[src/logic/cct_defines.svh]
// register map, field positions, reset values and timing constants
`ifndef CCT_DEFINES_SVH
`define CCT_DEFINES_SVH

// register offsets
`define CCT_OFS_SYS_CTRL    8'h37
`define CCT_OFS_THERM_READ  8'h40
`define CCT_OFS_THERM_MEAS  8'h58
`define CCT_OFS_DERATE      8'h61

// reset values
`define CCT_RST_SYS_CTRL    8'h40
`define CCT_RST_THERM_READ  8'h02
`define CCT_RST_THERM_MEAS  8'h00
`define CCT_RST_DERATE      8'h34

// system control fields
`define CCT_SETPOINT_HI     7
`define CCT_SETPOINT_LO     5
`define CCT_PG_LEVEL_BIT    4
`define CCT_WD_EN_BIT       1
`define CCT_CHG_INHIBIT_BIT 0

// thermistor fields
`define CCT_POLL_MODE_BIT   7
`define CCT_TRIGGER_BIT     5
`define CCT_MEAS_EN_BIT     2

// derating fields
`define CCT_VDROP_HI        6
`define CCT_VDROP_LO        4
`define CCT_ISCALE_HI       2
`define CCT_ISCALE_LO       0

// derating arithmetic
`define CCT_VDROP_STEP_MV   9'h032
`define CCT_SCALE_FULL      4'h8

// power-good pin function: code 1x is general-purpose output
`define CCT_PG_FN_GPO_BIT   1

// bits in one i2c byte
`define CCT_BITS_PER_BYTE   4'h8

// i2c target address (arbitrary value)
`define CCT_I2C_ADDR        7'h6A

// timing
`define CCT_CLK_HZ          20000000
`define CCT_WD_TIME_S       14
`define CCT_POLL_TIME_S     1
`define CCT_WD_CYCLES       (`CCT_WD_TIME_S * `CCT_CLK_HZ)
`define CCT_POLL_CYCLES     (`CCT_POLL_TIME_S * `CCT_CLK_HZ)

`endif

[src/logic/cct_pkg.sv]
// types shared by the charger control register design
package cct_pkg;
  typedef enum logic [3:0] {
    CCT_I2C_IDLE,
    CCT_I2C_ADDR,
    CCT_I2C_ADDR_ACK,
    CCT_I2C_PTR,
    CCT_I2C_PTR_ACK,
    CCT_I2C_WDATA,
    CCT_I2C_WDATA_ACK,
    CCT_I2C_RDATA,
    CCT_I2C_RDATA_ACK
  } cct_i2c_state_t;
endpackage

[src/logic/cct_i2c_target.sv]
// i2c target: address match, register pointer, byte writes and reads
`timescale 1ns/1ns
`include "cct_defines.svh"
module cct_i2c_target (
  input  wire logic       clk,
  input  wire logic       rst_n,
  input  wire logic       scl,
  input  wire logic       sda_i,
  output logic            sda_o,
  output logic            sda_oe,
  output logic [7:0]      ptr,
  input  wire logic [7:0] rd_data,
  output logic            wr_stb,
  output logic [7:0]      wr_data,
  output logic            xact_done
);
  logic                   scl_m_r, scl_s_r, scl_d_r;
  logic                   sda_m_r, sda_s_r, sda_d_r;
  logic                   scl_rise, scl_fall, start_c, stop_c;
  cct_pkg::cct_i2c_state_t state_r;
  logic [7:0]             shift_r;
  logic [3:0]             bit_r;
  logic                   rw_r, addressed_r, mack_r;

  // two-flop synchronisers, then one delay stage for edges
  always_ff @(posedge clk or negedge rst_n) begin
    if (!rst_n) begin
      scl_m_r <= 1'b1;
      scl_s_r <= 1'b1;
      scl_d_r <= 1'b1;
      sda_m_r <= 1'b1;
      sda_s_r <= 1'b1;
      sda_d_r <= 1'b1;
    end else begin
      scl_m_r <= scl;
      scl_s_r <= scl_m_r;
      scl_d_r <= scl_s_r;
      sda_m_r <= sda_i;
      sda_s_r <= sda_m_r;
      sda_d_r <= sda_s_r;
    end
  end

  // bus events
  assign scl_rise = scl_s_r & ~scl_d_r;
  assign scl_fall = ~scl_s_r & scl_d_r;
  assign start_c  = scl_s_r & scl_d_r & sda_d_r & ~sda_s_r;
  assign stop_c   = scl_s_r & scl_d_r & ~sda_d_r & sda_s_r;

  // protocol engine
  always_ff @(posedge clk or negedge rst_n) begin
    if (!rst_n) begin
      state_r     <= cct_pkg::CCT_I2C_IDLE;
      shift_r     <= 8'h00;
      bit_r       <= 4'h0;
      rw_r        <= 1'b0;
      addressed_r <= 1'b0;
      mack_r      <= 1'b0;
      sda_o       <= 1'b0;
      sda_oe      <= 1'b0;
      ptr         <= 8'h00;
      wr_stb      <= 1'b0;
      wr_data     <= 8'h00;
      xact_done   <= 1'b0;
    end else begin
      sda_o     <= 1'b0; // open drain: only ever pulls low
      wr_stb    <= 1'b0;
      xact_done <= 1'b0;
      if (stop_c) begin
        state_r     <= cct_pkg::CCT_I2C_IDLE;
        sda_oe      <= 1'b0;
        xact_done   <= addressed_r; // end of a transaction for us
        addressed_r <= 1'b0;
      end else if (start_c) begin
        state_r <= cct_pkg::CCT_I2C_ADDR;
        bit_r   <= 4'h0;
        sda_oe  <= 1'b0;
      end else begin
        unique case (state_r)
          cct_pkg::CCT_I2C_IDLE: begin
          end
          cct_pkg::CCT_I2C_ADDR, cct_pkg::CCT_I2C_PTR,
          cct_pkg::CCT_I2C_WDATA: begin
            if (scl_rise) begin
              shift_r <= {shift_r[6:0], sda_s_r};
              bit_r   <= bit_r + 4'h1;
            end else if (scl_fall && bit_r == `CCT_BITS_PER_BYTE) begin
              bit_r <= 4'h0;
              if (state_r == cct_pkg::CCT_I2C_ADDR) begin
                if (shift_r[7:1] == `CCT_I2C_ADDR) begin
                  rw_r        <= shift_r[0];
                  addressed_r <= 1'b1;
                  sda_oe      <= 1'b1;
                  state_r     <= cct_pkg::CCT_I2C_ADDR_ACK;
                end else begin
                  state_r <= cct_pkg::CCT_I2C_IDLE;
                end
              end else if (state_r == cct_pkg::CCT_I2C_PTR) begin
                sda_oe  <= 1'b1;
                state_r <= cct_pkg::CCT_I2C_PTR_ACK;
              end else begin
                sda_oe  <= 1'b1;
                wr_stb  <= 1'b1;
                wr_data <= shift_r;
                state_r <= cct_pkg::CCT_I2C_WDATA_ACK;
              end
            end
          end
          cct_pkg::CCT_I2C_ADDR_ACK: begin
            if (scl_fall) begin
              if (rw_r) begin
                shift_r <= rd_data;
                sda_oe  <= ~rd_data[7];
                state_r <= cct_pkg::CCT_I2C_RDATA;
              end else begin
                sda_oe  <= 1'b0;
                state_r <= cct_pkg::CCT_I2C_PTR;
              end
            end
          end
          cct_pkg::CCT_I2C_PTR_ACK: begin
            if (scl_fall) begin
              ptr     <= shift_r;
              sda_oe  <= 1'b0;
              state_r <= cct_pkg::CCT_I2C_WDATA;
            end
          end
          cct_pkg::CCT_I2C_WDATA_ACK: begin
            if (scl_fall) begin
              ptr     <= ptr + 8'h01;
              sda_oe  <= 1'b0;
              state_r <= cct_pkg::CCT_I2C_WDATA;
            end
          end
          cct_pkg::CCT_I2C_RDATA: begin
            if (scl_rise) begin
              bit_r <= bit_r + 4'h1;
            end else if (scl_fall) begin
              if (bit_r == `CCT_BITS_PER_BYTE) begin
                bit_r   <= 4'h0;
                sda_oe  <= 1'b0;
                ptr     <= ptr + 8'h01; // next byte ready before ack ends
                state_r <= cct_pkg::CCT_I2C_RDATA_ACK;
              end else begin
                shift_r <= {shift_r[6:0], 1'b0};
                sda_oe  <= ~shift_r[6];
              end
            end
          end
          cct_pkg::CCT_I2C_RDATA_ACK: begin
            if (scl_rise) begin
              mack_r <= ~sda_s_r;
            end else if (scl_fall) begin
              if (mack_r) begin
                shift_r <= rd_data;
                sda_oe  <= ~rd_data[7];
                state_r <= cct_pkg::CCT_I2C_RDATA;
              end else begin
                state_r <= cct_pkg::CCT_I2C_IDLE;
              end
            end
          end
        endcase
      end
    end
  end
endmodule

[src/logic/cct_regs.sv]
// charger system control and thermistor register bank with watchdog
//
// Notes on behaviour
// RULE1: bits 7-5 pick system rail target; reset code 010.
// RULE2: bit 4 sets power-good pin level in output mode; 0 pulls low.
// RULE3: watchdog on: hardware reset if no i2c transaction 14 s after supply.
// RULE4: charging allowed only with inhibit bit 0 and enable pin low.
// RULE5: on battery alone, bit 7 picks manual checks or one per second.
// RULE6: writing 1 to bit 5 starts one check; cleared when it finishes.
// RULE7: bit 2 enables thermistor fault measurement; other bits reserved.
// RULE8: derating register resets to 0x34 with two 3-bit fields.
// RULE9: when warm, regulation target drops 50 mV per code step.
// RULE10: when derating, current scales by (8 - code)/8; code 0 no cut.
// RULE11: pin follows the level bit only when its function code is 1x.
// RULE12: hardware reset powers down rails and restores register defaults.
// RULE13: watchdog restarts at supply arrival, stops after first transaction.
// RULE14: host updates by read-modify-write, keeping reserved bits.
`timescale 1ns/1ns
`include "cct_defines.svh"
module cct_regs #(
  parameter int unsigned WD_CYCLES   = `CCT_WD_CYCLES,
  parameter int unsigned POLL_CYCLES = `CCT_POLL_CYCLES
) (
  input  wire logic       CLK,
  input  wire logic       RST_B,
  input  wire logic       SCL,
  input  wire logic       SDA_I,
  output logic            SDA_O,
  output logic            SDA_OE,
  input  wire logic       INPUT_SUPPLY_PRESENT,
  input  wire logic       CHARGE_EN_N,
  input  wire logic [1:0] PG_PIN_FUNCTION,
  input  wire logic       PG_ALT_PULL_LOW,
  input  wire logic       BATTERY_WARM,
  input  wire logic       DERATE_ACTIVE,
  input  wire logic       THERM_CHECK_DONE,
  output logic            PG_N_O,
  output logic            PG_N_OE,
  output logic [2:0]      SYS_RAIL_SETPOINT,
  output logic            CHARGE_ALLOW,
  output logic            THERM_MEASURE_EN,
  output logic            THERM_CHECK_REQ,
  output logic [8:0]      BAT_REG_DROP_MV,
  output logic [3:0]      CHG_SCALE_EIGHTHS,
  output logic            HW_RESET
);
  logic        rst_m_r, rst_n_r;
  logic        sup_m_r, sup_s_r, sup_d_r;
  logic        ce_m_r, ce_s_r;
  logic [7:0]  ptr, wr_data, rd_data;
  logic        wr_stb, xact_done;
  logic [7:0]  sys_ctrl_r, therm_read_r, therm_meas_r, derate_r;
  logic [31:0] wd_cnt_r, poll_cnt_r;
  logic        wd_armed_r, check_busy_r, poll_due;

  // read decode for the bus; the write path uses its own decode
  function automatic logic [7:0] reg_read(
    input logic [7:0] a,
    input logic [7:0] s, t, m, d
  );
    case (a)
      `CCT_OFS_SYS_CTRL:   reg_read = s;
      `CCT_OFS_THERM_READ: reg_read = t;
      `CCT_OFS_THERM_MEAS: reg_read = m;
      `CCT_OFS_DERATE:     reg_read = d;
      default:             reg_read = 8'h00; // unmapped reads as zero
    endcase
  endfunction

  // write address decode
  function automatic logic hit(input logic [7:0] a, input logic [7:0] ofs);
    hit = (a == ofs);
  endfunction

  // reset release through two flops
  always_ff @(posedge CLK or negedge RST_B) begin
    if (!RST_B) begin
      rst_m_r <= 1'b0;
      rst_n_r <= 1'b0;
    end else begin
      rst_m_r <= 1'b1;
      rst_n_r <= rst_m_r;
    end
  end

  // pin synchronisers
  always_ff @(posedge CLK or negedge rst_n_r) begin
    if (!rst_n_r) begin
      sup_m_r <= 1'b0;
      sup_s_r <= 1'b0;
      sup_d_r <= 1'b0;
      ce_m_r  <= 1'b1;
      ce_s_r  <= 1'b1;
    end else begin
      sup_m_r <= INPUT_SUPPLY_PRESENT;
      sup_s_r <= sup_m_r;
      sup_d_r <= sup_s_r;
      ce_m_r  <= CHARGE_EN_N;
      ce_s_r  <= ce_m_r;
    end
  end

  cct_i2c_target i_cct_i2c_target (
    .clk       (CLK),
    .rst_n     (rst_n_r),
    .scl       (SCL),
    .sda_i     (SDA_I),
    .sda_o     (SDA_O),
    .sda_oe    (SDA_OE),
    .ptr       (ptr),
    .rd_data   (rd_data),
    .wr_stb    (wr_stb),
    .wr_data   (wr_data),
    .xact_done (xact_done)
  );

  assign rd_data = reg_read(ptr, sys_ctrl_r, therm_read_r, therm_meas_r,
                            derate_r);

  // plain read/write registers, restored by a hardware reset
  always_ff @(posedge CLK or negedge rst_n_r) begin
    if (!rst_n_r) begin
      sys_ctrl_r   <= `CCT_RST_SYS_CTRL;  // [RULE1] [RULE2]
      therm_meas_r <= `CCT_RST_THERM_MEAS; // [RULE7]
      derate_r     <= `CCT_RST_DERATE;     // [RULE8]
    end else if (HW_RESET) begin
      sys_ctrl_r   <= `CCT_RST_SYS_CTRL;   // [RULE12]
      therm_meas_r <= `CCT_RST_THERM_MEAS; // [RULE12]
      derate_r     <= `CCT_RST_DERATE;     // [RULE12]
    end else if (wr_stb) begin
      if (hit(ptr, `CCT_OFS_SYS_CTRL))
        sys_ctrl_r <= wr_data;
      if (hit(ptr, `CCT_OFS_THERM_MEAS))
        therm_meas_r <= wr_data;
      if (hit(ptr, `CCT_OFS_DERATE))
        derate_r <= wr_data;
    end
  end

  // thermistor read register; a written trigger beats a finishing check
  always_ff @(posedge CLK or negedge rst_n_r) begin
    if (!rst_n_r) begin
      therm_read_r <= `CCT_RST_THERM_READ;
    end else if (HW_RESET) begin
      therm_read_r <= `CCT_RST_THERM_READ; // [RULE12]
    end else if (wr_stb && hit(ptr, `CCT_OFS_THERM_READ)) begin
      therm_read_r <= wr_data; // [RULE6]
    end else if (THERM_CHECK_DONE) begin
      therm_read_r[`CCT_TRIGGER_BIT] <= 1'b0; // [RULE6]
    end
  end

  // host-silence watchdog
  always_ff @(posedge CLK or negedge rst_n_r) begin
    if (!rst_n_r) begin
      wd_cnt_r   <= 32'h0000_0000;
      wd_armed_r <= 1'b0;
      HW_RESET   <= 1'b0;
    end else begin
      HW_RESET <= 1'b0;
      if (sup_s_r && !sup_d_r) begin
        wd_cnt_r   <= 32'h0000_0000; // [RULE13]
        wd_armed_r <= 1'b1;
      end else if (xact_done || !sup_s_r) begin
        wd_armed_r <= 1'b0; // [RULE13]
      end else if (wd_armed_r && sys_ctrl_r[`CCT_WD_EN_BIT]) begin
        if (wd_cnt_r == WD_CYCLES - 1) begin
          HW_RESET   <= 1'b1; // [RULE3] [RULE12]
          wd_armed_r <= 1'b0;
        end else begin
          wd_cnt_r <= wd_cnt_r + 32'h0000_0001; // [RULE3]
        end
      end
    end
  end

  // one-second poll tick while on battery alone
  assign poll_due = (poll_cnt_r == POLL_CYCLES - 1);
  always_ff @(posedge CLK or negedge rst_n_r) begin
    if (!rst_n_r) begin
      poll_cnt_r <= 32'h0000_0000;
    end else if (sup_s_r || poll_due ||
                 !therm_read_r[`CCT_POLL_MODE_BIT]) begin
      poll_cnt_r <= 32'h0000_0000; // [RULE5]
    end else begin
      poll_cnt_r <= poll_cnt_r + 32'h0000_0001; // [RULE5]
    end
  end

  // check requests: one pulse per check, none while one is running
  always_ff @(posedge CLK or negedge rst_n_r) begin
    if (!rst_n_r) begin
      THERM_CHECK_REQ <= 1'b0;
      check_busy_r    <= 1'b0;
    end else begin
      THERM_CHECK_REQ <= 1'b0;
      if (THERM_CHECK_DONE) begin
        check_busy_r <= 1'b0;
      end else if (!check_busy_r && !THERM_CHECK_REQ &&
                   (therm_read_r[`CCT_TRIGGER_BIT] || poll_due)) begin
        THERM_CHECK_REQ <= 1'b1; // [RULE5] [RULE6]
        check_busy_r    <= 1'b1;
      end
    end
  end

  // registered control outputs
  always_ff @(posedge CLK or negedge rst_n_r) begin
    if (!rst_n_r) begin
      SYS_RAIL_SETPOINT <= 3'h0;
      CHARGE_ALLOW      <= 1'b0;
      THERM_MEASURE_EN  <= 1'b0;
      PG_N_O            <= 1'b0;
      PG_N_OE           <= 1'b0;
      BAT_REG_DROP_MV   <= 9'h000;
      CHG_SCALE_EIGHTHS <= `CCT_SCALE_FULL;
    end else begin
      SYS_RAIL_SETPOINT <=
        sys_ctrl_r[`CCT_SETPOINT_HI:`CCT_SETPOINT_LO]; // [RULE1]
      CHARGE_ALLOW <= !sys_ctrl_r[`CCT_CHG_INHIBIT_BIT] && !ce_s_r; // [RULE4]
      THERM_MEASURE_EN <= therm_meas_r[`CCT_MEAS_EN_BIT]; // [RULE7]
      PG_N_O <= 1'b0;
      if (PG_PIN_FUNCTION[`CCT_PG_FN_GPO_BIT])
        PG_N_OE <= !sys_ctrl_r[`CCT_PG_LEVEL_BIT]; // [RULE2] [RULE11]
      else
        PG_N_OE <= PG_ALT_PULL_LOW;
      BAT_REG_DROP_MV <= BATTERY_WARM ?
        9'(derate_r[`CCT_VDROP_HI:`CCT_VDROP_LO] * `CCT_VDROP_STEP_MV) :
        9'h000; // [RULE9]
      CHG_SCALE_EIGHTHS <= (DERATE_ACTIVE &&
                            derate_r[`CCT_ISCALE_HI:`CCT_ISCALE_LO] != 3'h0) ?
        4'(`CCT_SCALE_FULL - {1'b0, derate_r[`CCT_ISCALE_HI:`CCT_ISCALE_LO]}) :
        `CCT_SCALE_FULL; // [RULE10]
    end
  end
endmodule

[config.mk]
export PLATFORM = sky130hd
export DESIGN_NAME = cct_regs
export DESIGN_NICKNAME = d
export VERILOG_FILES = /design/src/logic/cct_pkg.sv /design/src/logic/cct_i2c_target.sv /design/src/logic/cct_regs.sv
export VERILOG_INCLUDE_DIRS = /design/src /design/src/logic
export SDC_FILE = /design/constraint.sdc
export NUM_CORES = 1
export LEC_CHECK = 0
export BUFFER_PORTS_ARGS = -buffer_cell sky130_fd_sc_hd__clkbuf_2
export CORE_MARGIN = 5
export CORE_UTILIZATION = 45
export DETAILED_ROUTE_END_ITERATION = 10
export SYNTH_ARGS = -nofsm -noshare
export SYNTH_HDL_FRONTEND = slang
export SYNTH_HIERARCHICAL = 1
export SYNTH_SLANG_ARGS = --single-unit
export TNS_END_PERCENT = 1
[constraint.sdc]
create_clock -name CLK -period 10.5 [get_ports CLK]
set_clock_uncertainty 0.2 [all_clocks]
set_input_delay 0.525 -clock CLK [delete_from_list [all_inputs] [get_ports CLK]]
set_output_delay 0.525 -clock CLK [all_outputs]
set_load 0.005 [all_outputs]
==> summary.md <==
| Metric | Value |
|---|---|
| Largest net degree at the start of global routing | `86` |
| CTS max path bufs | `2` |
| Crit Path Max Fanout | `12` |
| Most frequent cells in the layout | `dfrtp_1 (153), nand2_1 (87), nor2_1 (85)` |
| Routability cong. | `around 0.81` |
| GRT Total Usage | `between 15 and 20%` |
| PortBufs | `31` |
| Static Leak | `roughly 4.2 nW` |
| Vias in the first global route | `around 6000` |
| Final hold vios | `0` |
| Critical path's top delay family | `simple AND/OR/NAND/NOR gates` |
| Fin cells | `about 1200` |
| Routed WL per cell | `approximately 16 µm` |
| DR DRC count | `0` |
| Critical path depth | `5` |
| Reg2Reg Depth | `5` |
| Max-Cap Viols | `0` |
| Reg area | `about 4200 µm²` |
| Full die area | `about 22000 µm²` |
| Ys async rst share | `100%` |
| Via/cell ratio | `5.57` |
| Slowest CP cell | `nor4_2` |
| Cell count after synthesis | `865` |
| Die Ht | `approximately 150 µm` |
| Post-DP Area | `between 8000 and 9000 µm²` |
| Number of synthesized register bits | `around 170` |
| Critical-path cell list | `nor4b_1 > nand4_1 > nor4_2 > o21ai_0 > a21oi_1` |
| Multi-input logic area | `4150 µm²` |
| Vias | `6443` |
| FP Rows | `50` |
| Setup Viol. Count Final | `0` |
| Synth Warn # | `6` |
| Synth Area per Inst | `10.0 µm²` |
| Design area | `about 9600 µm²` |
| CP bufs+invs | `0` |
| Die W | `between 100 and 150 µm` |
| Reg2reg end | `wd_cnt_r[4]` |
| Clock Latency Late Sink | `roughly 430 ps` |
| Worst EP required | `between 10000 and 15000 ps` |
| Peak supply drop | `0.0999 mV` |
| Max stage delay on crit path | `about 850 ps` |
| Initial antenna violation count | `1` |
| # diodes | `0` |
| Reg clk slew, reported paths | `about 70 ps` |
| Sink Count | `between 150 and 200` |
| ANT nets after route | `0` |
| Initial DRC count | `between 400 and 500` |
| Setup CP Type | `flip-flop to flip-flop` |
| Reg2Reg Launch Point | `wd_cnt_r[24]` |
| Io pins | `36` |
| Sequential fraction of the synthesis area | `between 40% and 50%` |
| Critical Path Start | `wd_cnt_r[24]` |
| Slew Limit Fails | `0` |
| Power per cell area | `175 nW/µm²` |
| Fill cell count | `around 1700` |
| H-tree depth | `4` |
| Layout cell share with drive strength beyond 1 | `approximately 15%` |
| Reg-to-reg slack, setup | `7680 ps` |
| Starting Density | `roughly 46%` |
| Distinct cell type count after synthesis | `80` |
| Worst slew pin tran | `1160 ps` |
| First-pass GRT wire length | `31900 µm` |
| # nets final | `slightly above 900` |
| Dpl cells | `1119` |
| Fmax | `about 350 MHz` |
| Setup TNS | `0 ps` |
| CP Launch Type | `flip-flop` |
| Final wirelength | `18700 µm` |
| CTS root buffer | `clkbuf_16` |
| HPWL Detailed | `~12000 µm` |
| Grt total ovfl | `0` |
| WP data arrival | `a little under 3000 ps` |
| Most common cell after layout, fill and taps aside | `dfrtp_1` |
| Area grow syn2layout | `11.0%` |
| Setup crit end kind | `flip-flop` |
| CTS tree | `done` |
| Pre-antenna DRT Iters | `5` |
| Fin crit period | `2820 ps` |
| Fin crit share | `between 20% and 30%` |
| Max-slew headroom | `22.0%` |
| Core Area | `between 15000 and 20000 µm²` |
| Setup Fix Bufs, Post-CTS | `0` |
| Synth Flop Type | `dfrtp_1` |
| Total CTS buffers | `17` |
| RSZ-0062 raised after global routing | `false` |
| Crit path capture | `wd_cnt_r[4]` |
| Status | `finished, final reports clean` |
| Min-Delay Path Class | `flip-flop to async pin` |
| Post-synth EDFFs | `0` |
| Synthesized area | `~8700 µm²` |
| Worst hold margin | `19.9 ps` |
| Total power | `around 1.7 mW` |
==> registers in the layout, indices dropped and copies added (netlist names), 7 cells and up <==
register and count:
BAT_REG_DROP_MV 7, derate_r 8, therm_meas_r 8, wd_cnt_r 32, i_cct_i2c_target/shift_r 8, sys_ctrl_r 8, i_cct_i2c_target/wr_data 8, poll_cnt_r 32
therm_read_r 8, i_cct_i2c_target/ptr 8
==> worst reg2reg max path, stage by stage, from the launching register on <==
cell     delay [ps]
dfrtp_1         420
nor4b_1         450
nand4_1         440
nor4_2          850
o21ai_0         220
a21oi_1         160
==> repair_timing <==
item                                   in CTS  in global routing
endpoints found under the hold margin       6                  0
resized for setup                           0                  0
hold buffers                                5                  0
==> synthesized netlist by cell type (6+ instances only) <==
cell type	n	area, µm²
mux2_2	17	191
xor2_1	9	78.8
dfrtp_1	154	3850
nand4_1	24	150
inv_1	21	78.8
a31oi_1	9	56.3
clkbuf_1	15	56.3
buf_4	8	60.1
nand2_1	87	327
xnor2_1	24	210
nor4_1	15	93.8
o21ai_0	21	105
mux2_4	8	120
o22a_1	9	78.8
buf_2	20	100
and2_1	15	93.8
a21oi_1	53	265
nor4b_1	7	61.3
o31ai_1	12	90.1
nor2_1	85	319
dfstp_2	14	368
nor2b_1	14	87.6
mux2i_1	20	200
nand3b_1	6	45.0
nor3_1	16	80.1
or3_1	12	75.1
and3_1	13	81.3
and4_1	9	78.8
nand3_1	32	160
ha_1	15	188
or4_1	13	97.6
==> per-layer routing <==
layer  routed length (µm)  global-route usage, %  up-vias  share of wire [%]
met5                   13                      0        -              0.070
met2                 8340                   26.0      104                 45
li1                     -                      -     3177                  -
met3                  633                   3.84       12                3.4
met1                 9560                   26.5     3148                 51
met4                  119                   3.74        2               0.64
==> cell type report <==
type	count	share of cell area, %
inverter	22	0.859
timing repair buffer	41	2.52
multi-input combinational	633	43.2
tap	260	3.38
clock buffer	19	4.71
clock inverter	13	1.42
sequential	168	43.9
==> per-stage QoR <==
stage	setup slack, ps	util [%]
floorplan	5300	-
global placement	7760	47.7
detailed placement	7720	47.7
CTS	7670	51.1
global route	7400	51.1
finish	7680	51.1
==> power by group <==
part           internal, mW  total [mW]  switching (mW)
clock                 0.346       0.624           0.277
combinational         0.143       0.287           0.144
sequential            0.691       0.777          0.0854
total                  1.18        1.69           0.507
==> cells by family (layout without fill, tap and decap cells) <==
kind of cell | count (synthesis) | after routing | synth area share (%)
AO/OA/AOI/OAI | 157 | 157 | 12.5
adder cells (fa/ha/maj) | 15 | 15 | 2.17
XOR/XNOR | 33 | 33 | 3.34
other | 3 | 4 | 0.130
AND/OR/NAND/NOR | 379 | 379 | 23.7
flip-flops | 168 | 168 | 48.8
multiplexers | 45 | 45 | 5.91
buffers and inverters | 65 | 95 | 3.45
==> how the worst min path moves through the flow <==
stage | from | to | slack (ps) | depth (start not counted)
after floorplan | RST_B | rst_m_r | 30 | 0
after global placement | rst_n_r | PG_N_OE | 20 | 0
after detailed placement | rst_n_r | PG_N_OE | 30 | 0
after CTS | rst_n_r | CHG_SCALE_EIGHTHS[2] | 30 | 0
after global routing | rst_n_r | CHG_SCALE_EIGHTHS[2] | 60 | 0
final | rst_n_r | CHG_SCALE_EIGHTHS[2] | 20 | 0
No activity file was read; power rests on OpenSTA's default activity.
